`src/pkg/scor_pkg.sv`:
```
package scor_pkg;

   // ==========================================================
   // Register port carrier.
   typedef struct packed {
      logic wr;
      logic rd;
      logic [5:0] addr;
      logic [15:0] wdata;
   } scor_req_type;

   // ==========================================================
   // Register indices.
   localparam logic [5:0] ADDR_TUNING_ARRAY = 6'h27;
   localparam logic [5:0] ADDR_CAL_TIMING = 6'h28;
   localparam logic [5:0] ADDR_OSC_CURRENT = 6'h29;
   localparam logic [5:0] ADDR_PUMP = 6'h2A;

   // ==========================================================
   // Reset values and writable bit masks.
   localparam logic [15:0] RST_TUNING_ARRAY = 16'h0200;
   localparam logic [15:0] RST_CAL_TIMING = 16'h5002;
   localparam logic [15:0] RST_OSC_CURRENT = 16'h0600;
   localparam logic [15:0] RST_PUMP = 16'h82DD;
   localparam logic [4:0] RST_ARRAY_RESULT = 5'h10;
   localparam logic [5:0] RST_CURRENT_RESULT = 6'h20;
   localparam logic [15:0] MASK_TUNING_ARRAY = 16'h0FE0;
   localparam logic [15:0] MASK_CAL_TIMING = 16'hFFFF;
   localparam logic [15:0] MASK_OSC_CURRENT = 16'h7FC0;
   localparam logic [15:0] MASK_PUMP = 16'hFFFF;

   // ==========================================================
   // Field positions.
   localparam int TA_SETTLE_EXTEND = 11;
   localparam int TA_OVERRIDE_EN = 10;
   localparam int TA_OVERRIDE_LSB = 5;
   localparam int CT_SKIP_TX = 15;
   localparam int CT_LONG_MEAS = 14;
   localparam int CT_REF_LSB = 10;
   localparam int CT_K_LSB = 4;
   localparam int CT_OPEN_LOOP = 3;
   localparam int CT_DAC_LSB = 0;
   localparam int OC_SPEED_LSB = 13;
   localparam int OC_OVERRIDE_EN = 12;
   localparam int OC_OVERRIDE_LSB = 6;
   localparam int PC_OFF_IN_CAL = 15;
   localparam int PC_OVERRIDE_EN = 14;
   localparam int PC_FORCE_UP = 13;
   localparam int PC_FORCE_DOWN = 12;
   localparam int PC_MASK = 11;
   localparam int PC_LONG_DELAY = 10;
   localparam int PC_STEP_LSB = 8;
   localparam int PC_END_LSB = 4;
   localparam int PC_INIT_LSB = 0;

   // ==========================================================
   // Timing.
   localparam int CLK_MHZ = 50;
   localparam int CAL_SHORT_US = 37;
   localparam int CAL_LONG_US = 57;
   localparam int CAL_SHORT_CYC = CAL_SHORT_US * CLK_MHZ;
   localparam int CAL_LONG_CYC = CAL_LONG_US * CLK_MHZ;
   localparam int STEP0_NS = 250;
   localparam int STEP1_NS = 500;
   localparam int STEP2_NS = 1000;
   localparam int STEP3_NS = 4000;
   localparam int STEP0_CYC = (STEP0_NS * CLK_MHZ + 999) / 1000;
   localparam int STEP1_CYC = (STEP1_NS * CLK_MHZ + 999) / 1000;
   localparam int STEP2_CYC = (STEP2_NS * CLK_MHZ + 999) / 1000;
   localparam int STEP3_CYC = (STEP3_NS * CLK_MHZ + 999) / 1000;

   typedef enum logic [1:0] {
      ST_IDLE,
      ST_CAL,
      ST_RAMP
   } scor_state_type;

endpackage : scor_pkg
```
`src/logic/scor_regs.sv`:
```
`timescale 1ns/1ps
//Contract
// - Settle-extend bit doubles oscillator settling time.
// - Array override enable applies override value.
// - Array result holds latest calibration, resets 16.
// - Skip bit limits calibration to receive/strobe.
// - Long measurement makes calibration 57 us.
// - Bits 13:10 set reference current.
// - Constant doubles as branch B override.
// - Bit 3 picks loop filter or DAC.
// - Bits 14:13 set current calibration speed.
// - Current override drives branch A.
// - Current result holds latest calibration, resets 32.
// - Pump held off during calibration when set.
// - Pump current from ramp or start field.
// - Test bits force pump up or down.
// - Mask bit blocks phase detector pulses.
// - Bit 10 selects long phase-detector delay.
// - Bits 9:8 choose pump step interval.
// - After calibration, ramp down from start while above stop.
// - Test input overrides tuning-node source choice.
module scor_regs
   import scor_pkg::*;
(
   input wire logic clk_in,
   input wire logic resetn_in,
   input wire scor_req_type req_in,
   input wire logic enter_rx_in,
   input wire logic enter_tx_in,
   input wire logic tx_calibrate_strobe_in,
   input wire logic tuning_node_test_input_in,
   input wire logic [4:0] cal_array_in,
   input wire logic [5:0] cal_current_in,
   output logic [15:0] rdata_out,
   output logic cal_active_out,
   output logic settle_extend_out,
   output logic long_measurement_out,
   output logic [3:0] current_reference_out,
   output logic [1:0] current_cal_speed_out,
   output logic [4:0] tuning_array_out,
   output logic [5:0] current_a_out,
   output logic [5:0] current_b_out,
   output logic open_loop_out,
   output logic tuning_node_from_pin_out,
   output logic [2:0] tuning_dac_out,
   output logic [3:0] pump_current_out,
   output logic pump_mask_out,
   output logic pump_force_up_out,
   output logic pump_force_down_out,
   output logic phase_det_long_delay_out
);

   // ==========================================================
   // Helpers.
   function automatic logic [7:0] step_cycles(input logic [1:0] sel);
      case (sel)
         2'h0: step_cycles = 8'(STEP0_CYC);
         2'h1: step_cycles = 8'(STEP1_CYC);
         2'h2: step_cycles = 8'(STEP2_CYC);
         default: step_cycles = 8'(STEP3_CYC);
      endcase
   endfunction : step_cycles

   function automatic logic [15:0] merge(input logic [15:0] old,
                                         input logic [15:0] wd,
                                         input logic [15:0] mask);
      merge = (old & ~mask) | (wd & mask);
   endfunction : merge

   // ==========================================================
   // Registers.
   logic [15:0] ta_reg;
   logic [15:0] ct_reg;
   logic [15:0] oc_reg;
   logic [15:0] pc_reg;
   logic [4:0] array_res_reg;
   logic [5:0] current_res_reg;
   logic [11:0] cal_cnt_reg;
   logic [7:0] step_cnt_reg;
   logic [3:0] ramp_reg;
   scor_state_type state_reg;

   // ==========================================================
   // Decode.
   wire wr_ta = req_in.wr && req_in.addr == ADDR_TUNING_ARRAY;
   wire wr_ct = req_in.wr && req_in.addr == ADDR_CAL_TIMING;
   wire wr_oc = req_in.wr && req_in.addr == ADDR_OSC_CURRENT;
   wire wr_pc = req_in.wr && req_in.addr == ADDR_PUMP;
   // Reserved bits are masked off on write and read as zero.
   wire [15:0] ta_next = wr_ta ?
      merge(ta_reg, req_in.wdata, MASK_TUNING_ARRAY) : ta_reg;
   wire [15:0] ct_next = wr_ct ?
      merge(ct_reg, req_in.wdata, MASK_CAL_TIMING) : ct_reg;
   wire [15:0] oc_next = wr_oc ?
      merge(oc_reg, req_in.wdata, MASK_OSC_CURRENT) : oc_reg;
   wire [15:0] pc_next = wr_pc ?
      merge(pc_reg, req_in.wdata, MASK_PUMP) : pc_reg;

   wire [15:0] rd_next =
      req_in.addr == ADDR_TUNING_ARRAY ? {ta_reg[15:5], array_res_reg} :
      req_in.addr == ADDR_CAL_TIMING ? ct_reg :
      req_in.addr == ADDR_OSC_CURRENT ? {oc_reg[15:6], current_res_reg} :
      req_in.addr == ADDR_PUMP ? pc_reg : 16'h0000;

   // ==========================================================
   // Calibration sequencer.
   wire cal_start = enter_rx_in || tx_calibrate_strobe_in ||
      (enter_tx_in && !ct_reg[CT_SKIP_TX]);
   wire [11:0] cal_len = ct_reg[CT_LONG_MEAS] ?
      12'(CAL_LONG_CYC) : 12'(CAL_SHORT_CYC);
   wire cal_done = state_reg == ST_CAL && cal_cnt_reg == 12'h001;
   wire [3:0] init_cur = pc_reg[PC_INIT_LSB +: 4];
   wire [3:0] end_cur = pc_reg[PC_END_LSB +: 4];
   wire step_now = state_reg == ST_RAMP && step_cnt_reg == 8'h01;
   wire [7:0] step_len = step_cycles(pc_reg[PC_STEP_LSB +: 2]);

   scor_state_type state_next;
   logic [11:0] cal_cnt_next;
   logic [7:0] step_cnt_next;
   logic [3:0] ramp_next;
   always_comb begin
      state_next = state_reg;
      cal_cnt_next = cal_cnt_reg;
      step_cnt_next = step_cnt_reg;
      ramp_next = ramp_reg;
      case (state_reg)
         ST_CAL: begin
            cal_cnt_next = cal_cnt_reg - 12'h001;
            if (cal_done) begin
               state_next = ST_RAMP;
               ramp_next = init_cur;
               step_cnt_next = step_len;
            end
         end
         ST_RAMP: begin
            step_cnt_next = step_now ? step_len : step_cnt_reg - 8'h01;
            if (step_now && ramp_reg > end_cur) begin
               ramp_next = ramp_reg - 4'h1;
            end
         end
         default: begin
         end
      endcase
      if (cal_start) begin
         state_next = ST_CAL;
         cal_cnt_next = cal_len;
      end
   end

   always_ff @(posedge clk_in) begin
      if (!resetn_in) begin
         ta_reg <= RST_TUNING_ARRAY;
         ct_reg <= RST_CAL_TIMING;
         oc_reg <= RST_OSC_CURRENT;
         pc_reg <= RST_PUMP;
         array_res_reg <= RST_ARRAY_RESULT;
         current_res_reg <= RST_CURRENT_RESULT;
         state_reg <= ST_IDLE;
         cal_cnt_reg <= 12'h000;
         step_cnt_reg <= 8'h00;
         ramp_reg <= 4'h0;
         rdata_out <= 16'h0000;
      end else begin
         ta_reg <= ta_next;
         ct_reg <= ct_next;
         oc_reg <= oc_next;
         pc_reg <= pc_next;
         if (cal_done) begin
            array_res_reg <= cal_array_in;
            current_res_reg <= cal_current_in;
         end
         state_reg <= state_next;
         cal_cnt_reg <= cal_cnt_next;
         step_cnt_reg <= step_cnt_next;
         ramp_reg <= ramp_next;
         if (req_in.rd) begin
            rdata_out <= rd_next;
         end
      end
   end

   // ==========================================================
   // Analog controls.
   wire cal_run = state_next == ST_CAL;
   wire [4:0] array_sel = ta_reg[TA_OVERRIDE_EN] ?
      ta_reg[TA_OVERRIDE_LSB +: 5] : array_res_reg;
   wire cur_oe = oc_reg[OC_OVERRIDE_EN];
   wire [5:0] cur_a = cur_oe ?
      oc_reg[OC_OVERRIDE_LSB +: 6] : current_res_reg;
   wire [5:0] cur_b = cur_oe ? ct_reg[CT_K_LSB +: 6] : current_res_reg;
   wire [3:0] pump_cur = pc_reg[PC_OVERRIDE_EN] ? init_cur : ramp_next;
   wire mask_now = pc_reg[PC_MASK] ||
      (pc_reg[PC_OFF_IN_CAL] && cal_run);
   wire open_loop = !tuning_node_test_input_in &&
      ct_reg[CT_OPEN_LOOP];

   always_ff @(posedge clk_in) begin
      if (!resetn_in) begin
         cal_active_out <= 1'b0;
         settle_extend_out <= 1'b0;
         long_measurement_out <= 1'b1;
         current_reference_out <= 4'h4;
         current_cal_speed_out <= 2'h0;
         tuning_array_out <= RST_ARRAY_RESULT;
         current_a_out <= RST_CURRENT_RESULT;
         current_b_out <= RST_CURRENT_RESULT;
         open_loop_out <= 1'b0;
         tuning_node_from_pin_out <= 1'b0;
         tuning_dac_out <= 3'h2;
         pump_current_out <= 4'h0;
         pump_mask_out <= 1'b1;
         pump_force_up_out <= 1'b0;
         pump_force_down_out <= 1'b0;
         phase_det_long_delay_out <= 1'b0;
      end else begin
         cal_active_out <= cal_run;
         settle_extend_out <= ta_next[TA_SETTLE_EXTEND];
         long_measurement_out <= ct_next[CT_LONG_MEAS];
         current_reference_out <= ct_next[CT_REF_LSB +: 4];
         current_cal_speed_out <= oc_next[OC_SPEED_LSB +: 2];
         tuning_array_out <= array_sel;
         current_a_out <= cur_a;
         current_b_out <= cur_b;
         open_loop_out <= open_loop;
         tuning_node_from_pin_out <= tuning_node_test_input_in;
         tuning_dac_out <= ct_reg[CT_DAC_LSB +: 3];
         pump_current_out <= pump_cur;
         pump_mask_out <= mask_now;
         pump_force_up_out <= pc_reg[PC_FORCE_UP];
         pump_force_down_out <= pc_reg[PC_FORCE_DOWN];
         phase_det_long_delay_out <= pc_reg[PC_LONG_DELAY];
      end
   end

endmodule : scor_regs

```
`config.mk`:
```
export PLATFORM = sky130hd
export DESIGN_NAME = scor_regs
export DESIGN_NICKNAME = d
export VERILOG_FILES = /design/src/pkg/scor_pkg.sv /design/src/logic/scor_regs.sv
export SDC_FILE = /design/constraint.sdc
export NUM_CORES = 1
export LEC_CHECK = 0
export BUFFER_PORTS_ARGS = -buffer_cell sky130_fd_sc_hd__buf_4
export CELL_PAD_IN_SITES_DETAIL_PLACEMENT = 1
export CELL_PAD_IN_SITES_GLOBAL_PLACEMENT = 1
export CORE_MARGIN = 4
export CORE_UTILIZATION = 45
export CTS_CLUSTER_SIZE = 24
export DETAILED_ROUTE_END_ITERATION = 6
export GPL_TIMING_DRIVEN = 1
export HOLD_SLACK_MARGIN = 0.12
export PLACE_DENSITY_LB_ADDON = 0.1
export SYNTH_ARGS = -nofsm -noshare
export SYNTH_HDL_FRONTEND = slang
export SYNTH_SLANG_ARGS = --single-unit
```
`constraint.sdc`:
```
create_clock -name clk_in -period 5.3 [get_ports clk_in]
set_input_delay 0.53 -clock clk_in [delete_from_list [all_inputs] [get_ports clk_in]]
set_output_delay 0.53 -clock clk_in [all_outputs]
set_load 0.01 [all_outputs]
```
==> results.toml <==
[sta]
max_freq_mhz = 385
worst_pin_slew_ns = 1.25
setup_viol = 0
slew_viol_final = 0
skew_ns = 0.00647
fin_ws_ns = 2.70
rsz0062_at_grt = "no"
finalCriticalPeriod_ns = 2.60
setup-tns-final_ns = 0
finalCritPeriodShare_pct = 49.0
final_hold_viol_count = 0
relSlewSlack_pct = 16.1

[setup_path]
reg2reg_from = "state_reg[1]"
critPathBufInv = 2
cp_max_fo = 14
path_cells = "inv_1 -> ha_1 -> inv_1 -> nor2_1 -> o31ai_1 -> a211o_1"
crit_path_top_delay_cell = "nor2_1"
reg2reg_depth = 6
crit_type = "reg2reg"
worstSetupEndpointType = "flip-flop"
critPathArrivalTime_ns = 2.91
r2r_end = "pump_mask_out"
max_stage_delay_ns = 0.78
start_kind = "flip-flop"
r2r_setup_slack_ns = 2.70
crit_top_cell = "inv_1"
required_ns = 5.61
cp_top_family = "simple AND/OR/NAND/NOR gates"

[drt]
vias = 5128
wl_per_cell_um = 19.5
ant_nets = 0
drc_errors = 0
top_layer = "met4"
vias_per_cell = 5.57
wl_um = 17900
wl_met1_um = 7320
wl_met2_um = 9340
detailedRoute.firstIterationViolations = 363
wl_met3_um = 746
drtPass1Iterations = 5

[cts]
cts_resized = 0
clock_path_buffers = 2
cts_tree = "built"
post_cts_buffers = 0
clock_latency_ns = 0.43
hold_buffers = 0
clk_pin_slew_ns = 0.05
cts_buffers = 17
cts-root-buf = "clkbuf_16"
htreeDepth = 4
clkSinkCount = 132

[final_layout]
finalNetCount = 793
areaGrowthSynthToFinish_pct = 23.1
fillers = 1489
multi_input_area_um2 = 2830
drive_gt1_share_pct = 20.1
diodes = 0
seqCellArea_um2 = 2640

[grt]
gr-total-overflow = 0
grt_antenna_before_repair = 0
grt_pass1_vias = 5362
track_usage_pct = 25.4
grt_pass1_wl_um = 28600
grt_max_degree = 78

[yosys]
syn-cell-area_um2 = 5740
synth_area_leader_cell = "dfxtp_1"
post-synth-top-count-cell = "dfxtp_1"
syn_inst = 664
synth-edff-count = 0
async_flop_share_pct = 0
synth_flop_cell = "dfxtp_1"
syn_nets = 721
synth_cell_types = 49
synth_warnings = 0
syn_area_per_cell_um2 = 8.65
synth_common_cells = "dfxtp_1 (132), nand2_1 (115), a21oi_1 (67)"
synth-seq-area-share_pct = 46.0
ys_ff_latch = 132
yosysTopAreaCellShare_pct = 46.0
synth_area_leaders = "dfxtp_1 (46%), nand2_1 (7.5%), a21oi_1 (5.8%)"

[power]
seqPwrFrac_pct = 44.9
clockPowerShare_pct = 49.5
p_switching_uw = 520
p_leak_uw = 0.00276
netSwitchingFraction_pct = 22.9
power.density_nw_per_um2 = 321
power_frac_comb_pct = 5.7
power_uw = 2270
vdd_drop_max_mv = 0.224
internal_power_uw = 1750

[placed_design]
place_ws_ns = 2.41
place.gp.congestion = 0.860
io_buffers = 95
dp_hpwl_um = 12800

[min_path]
hold_class = "in2reg"
hp-start = "tuning_node_test_input_in"
min_path_cells = 2
hold_path_end = "open_loop_out"

[die]
io_pins = 96
dieArea_um2 = 14600
rows = 41
initial_core_util_pct = 45.7
core-area_um2 = 12600
die_x_um = 121
die_y_um = 121

[run]
drv_cap = 0

[outcome]
status = "finished clean"
==> placed cells by master (no fill, tap or decap), types with 3 or more instances in the layout <==
cell type	instances
nor2_1	54
a21oi_1	67
a31oi_1	8
mux2_2	12
nand4_1	3
xor2_1	4
nor3_1	6
nor3b_1	4
a222oi_1	12
clkinv_2	5
nor2b_1	3
inv_1	21
nand3_1	24
a21o_1	7
nand2b_1	9
clkbuf_8	4
o21ai_0	14
and2_1	10
or3_1	3
nor4_1	3
mux2i_1	26
xnor2_1	7
ha_1	16
nand2_1	115
dfxtp_1	132
buf_4	99
or4_1	4
a211oi_1	17
clkbuf_16	17
o211ai_1	8
==> cell families (layout without fill, tap and decap cells) <==
logic type | after synthesis | in the layout | share of synthesized area [%]
adders and majority gates | 16 | 16 | 3.49
xor gates and xnor gates | 11 | 11 | 1.68
buffers and inverters | 68 | 152 | 5.05
DFF | 132 | 132 | 46.0
muxes | 39 | 39 | 7.12
and+or+nand+nor | 249 | 249 | 20.0
AOI/OAI and AO/OA | 149 | 149 | 16.7
==> worst max-delay path by stage <==
stage	startpoint	to	slack, ns	depth (start not counted)
after floorplan	req_in[20]	ct_reg[12]	3.25	7
after global placement	req_in[20]	pc_reg[12]	2.61	6
after detailed placement	req_in[20]	pc_reg[8]	2.41	6
after CTS	state_reg[1]	pump_mask_out	2.68	6
after global routing	state_reg[1]	pump_mask_out	2.51	6
final	state_reg[1]	pump_mask_out	2.70	6
==> power by group through the flow <==
stage               combinational [uW]  clock (uW)  sequential, uW
global route                       141        1190            1020
finish                             129        1120            1020
floorplan                         64.3           0            1040
CTS                                130        1140            1020
detailed placement                 129           0            1040
global placement                   126           0            1040
==> layout make-up <==
type                       count  area share, %
clock buffer                  22           6.85
timing repair buffer          99           10.5
inverter                      22           1.17
tap                          172           3.04
sequential                   132           37.4
clock inverter                 9           1.11
multi-input combinational    464           40.0
==> worst reg2reg max path: cells and delay by family, from the launching register on <==
kind	cells	cell delay [ns]
adders and majority gates	1	0.50
and+or+nand+nor	1	0.78
AOI/OAI and AO/OA	2	0.55
buffers and inverters	2	0.30
DFF	1	0.35
==> routing by layer <==
layer  vias to the layer above  GRT usage, %
met5                         -             0
met4                         0          11.1
met3                        40          5.36
met2                       112          44.4
met1                      2513          29.8
li1                       2463             -
==> through the flow <==
stage | util, % | std cells | area, um^2 | hold WS (ns)
2_1_floorplan | - | 664 | 5740 | 0.429
3_3_place_gp | 51.8 | 889 | 6510 | 0.458
3_5_place_dp | 51.8 | 889 | 6510 | 0.465
4_1_cts | 56.3 | 920 | 7070 | 0.259
5_1_grt | 56.3 | 920 | 7070 | 0.266
6_report | 56.3 | 920 | 7070 | 0.274
Note: power is estimated with default switching activity, not from simulation.
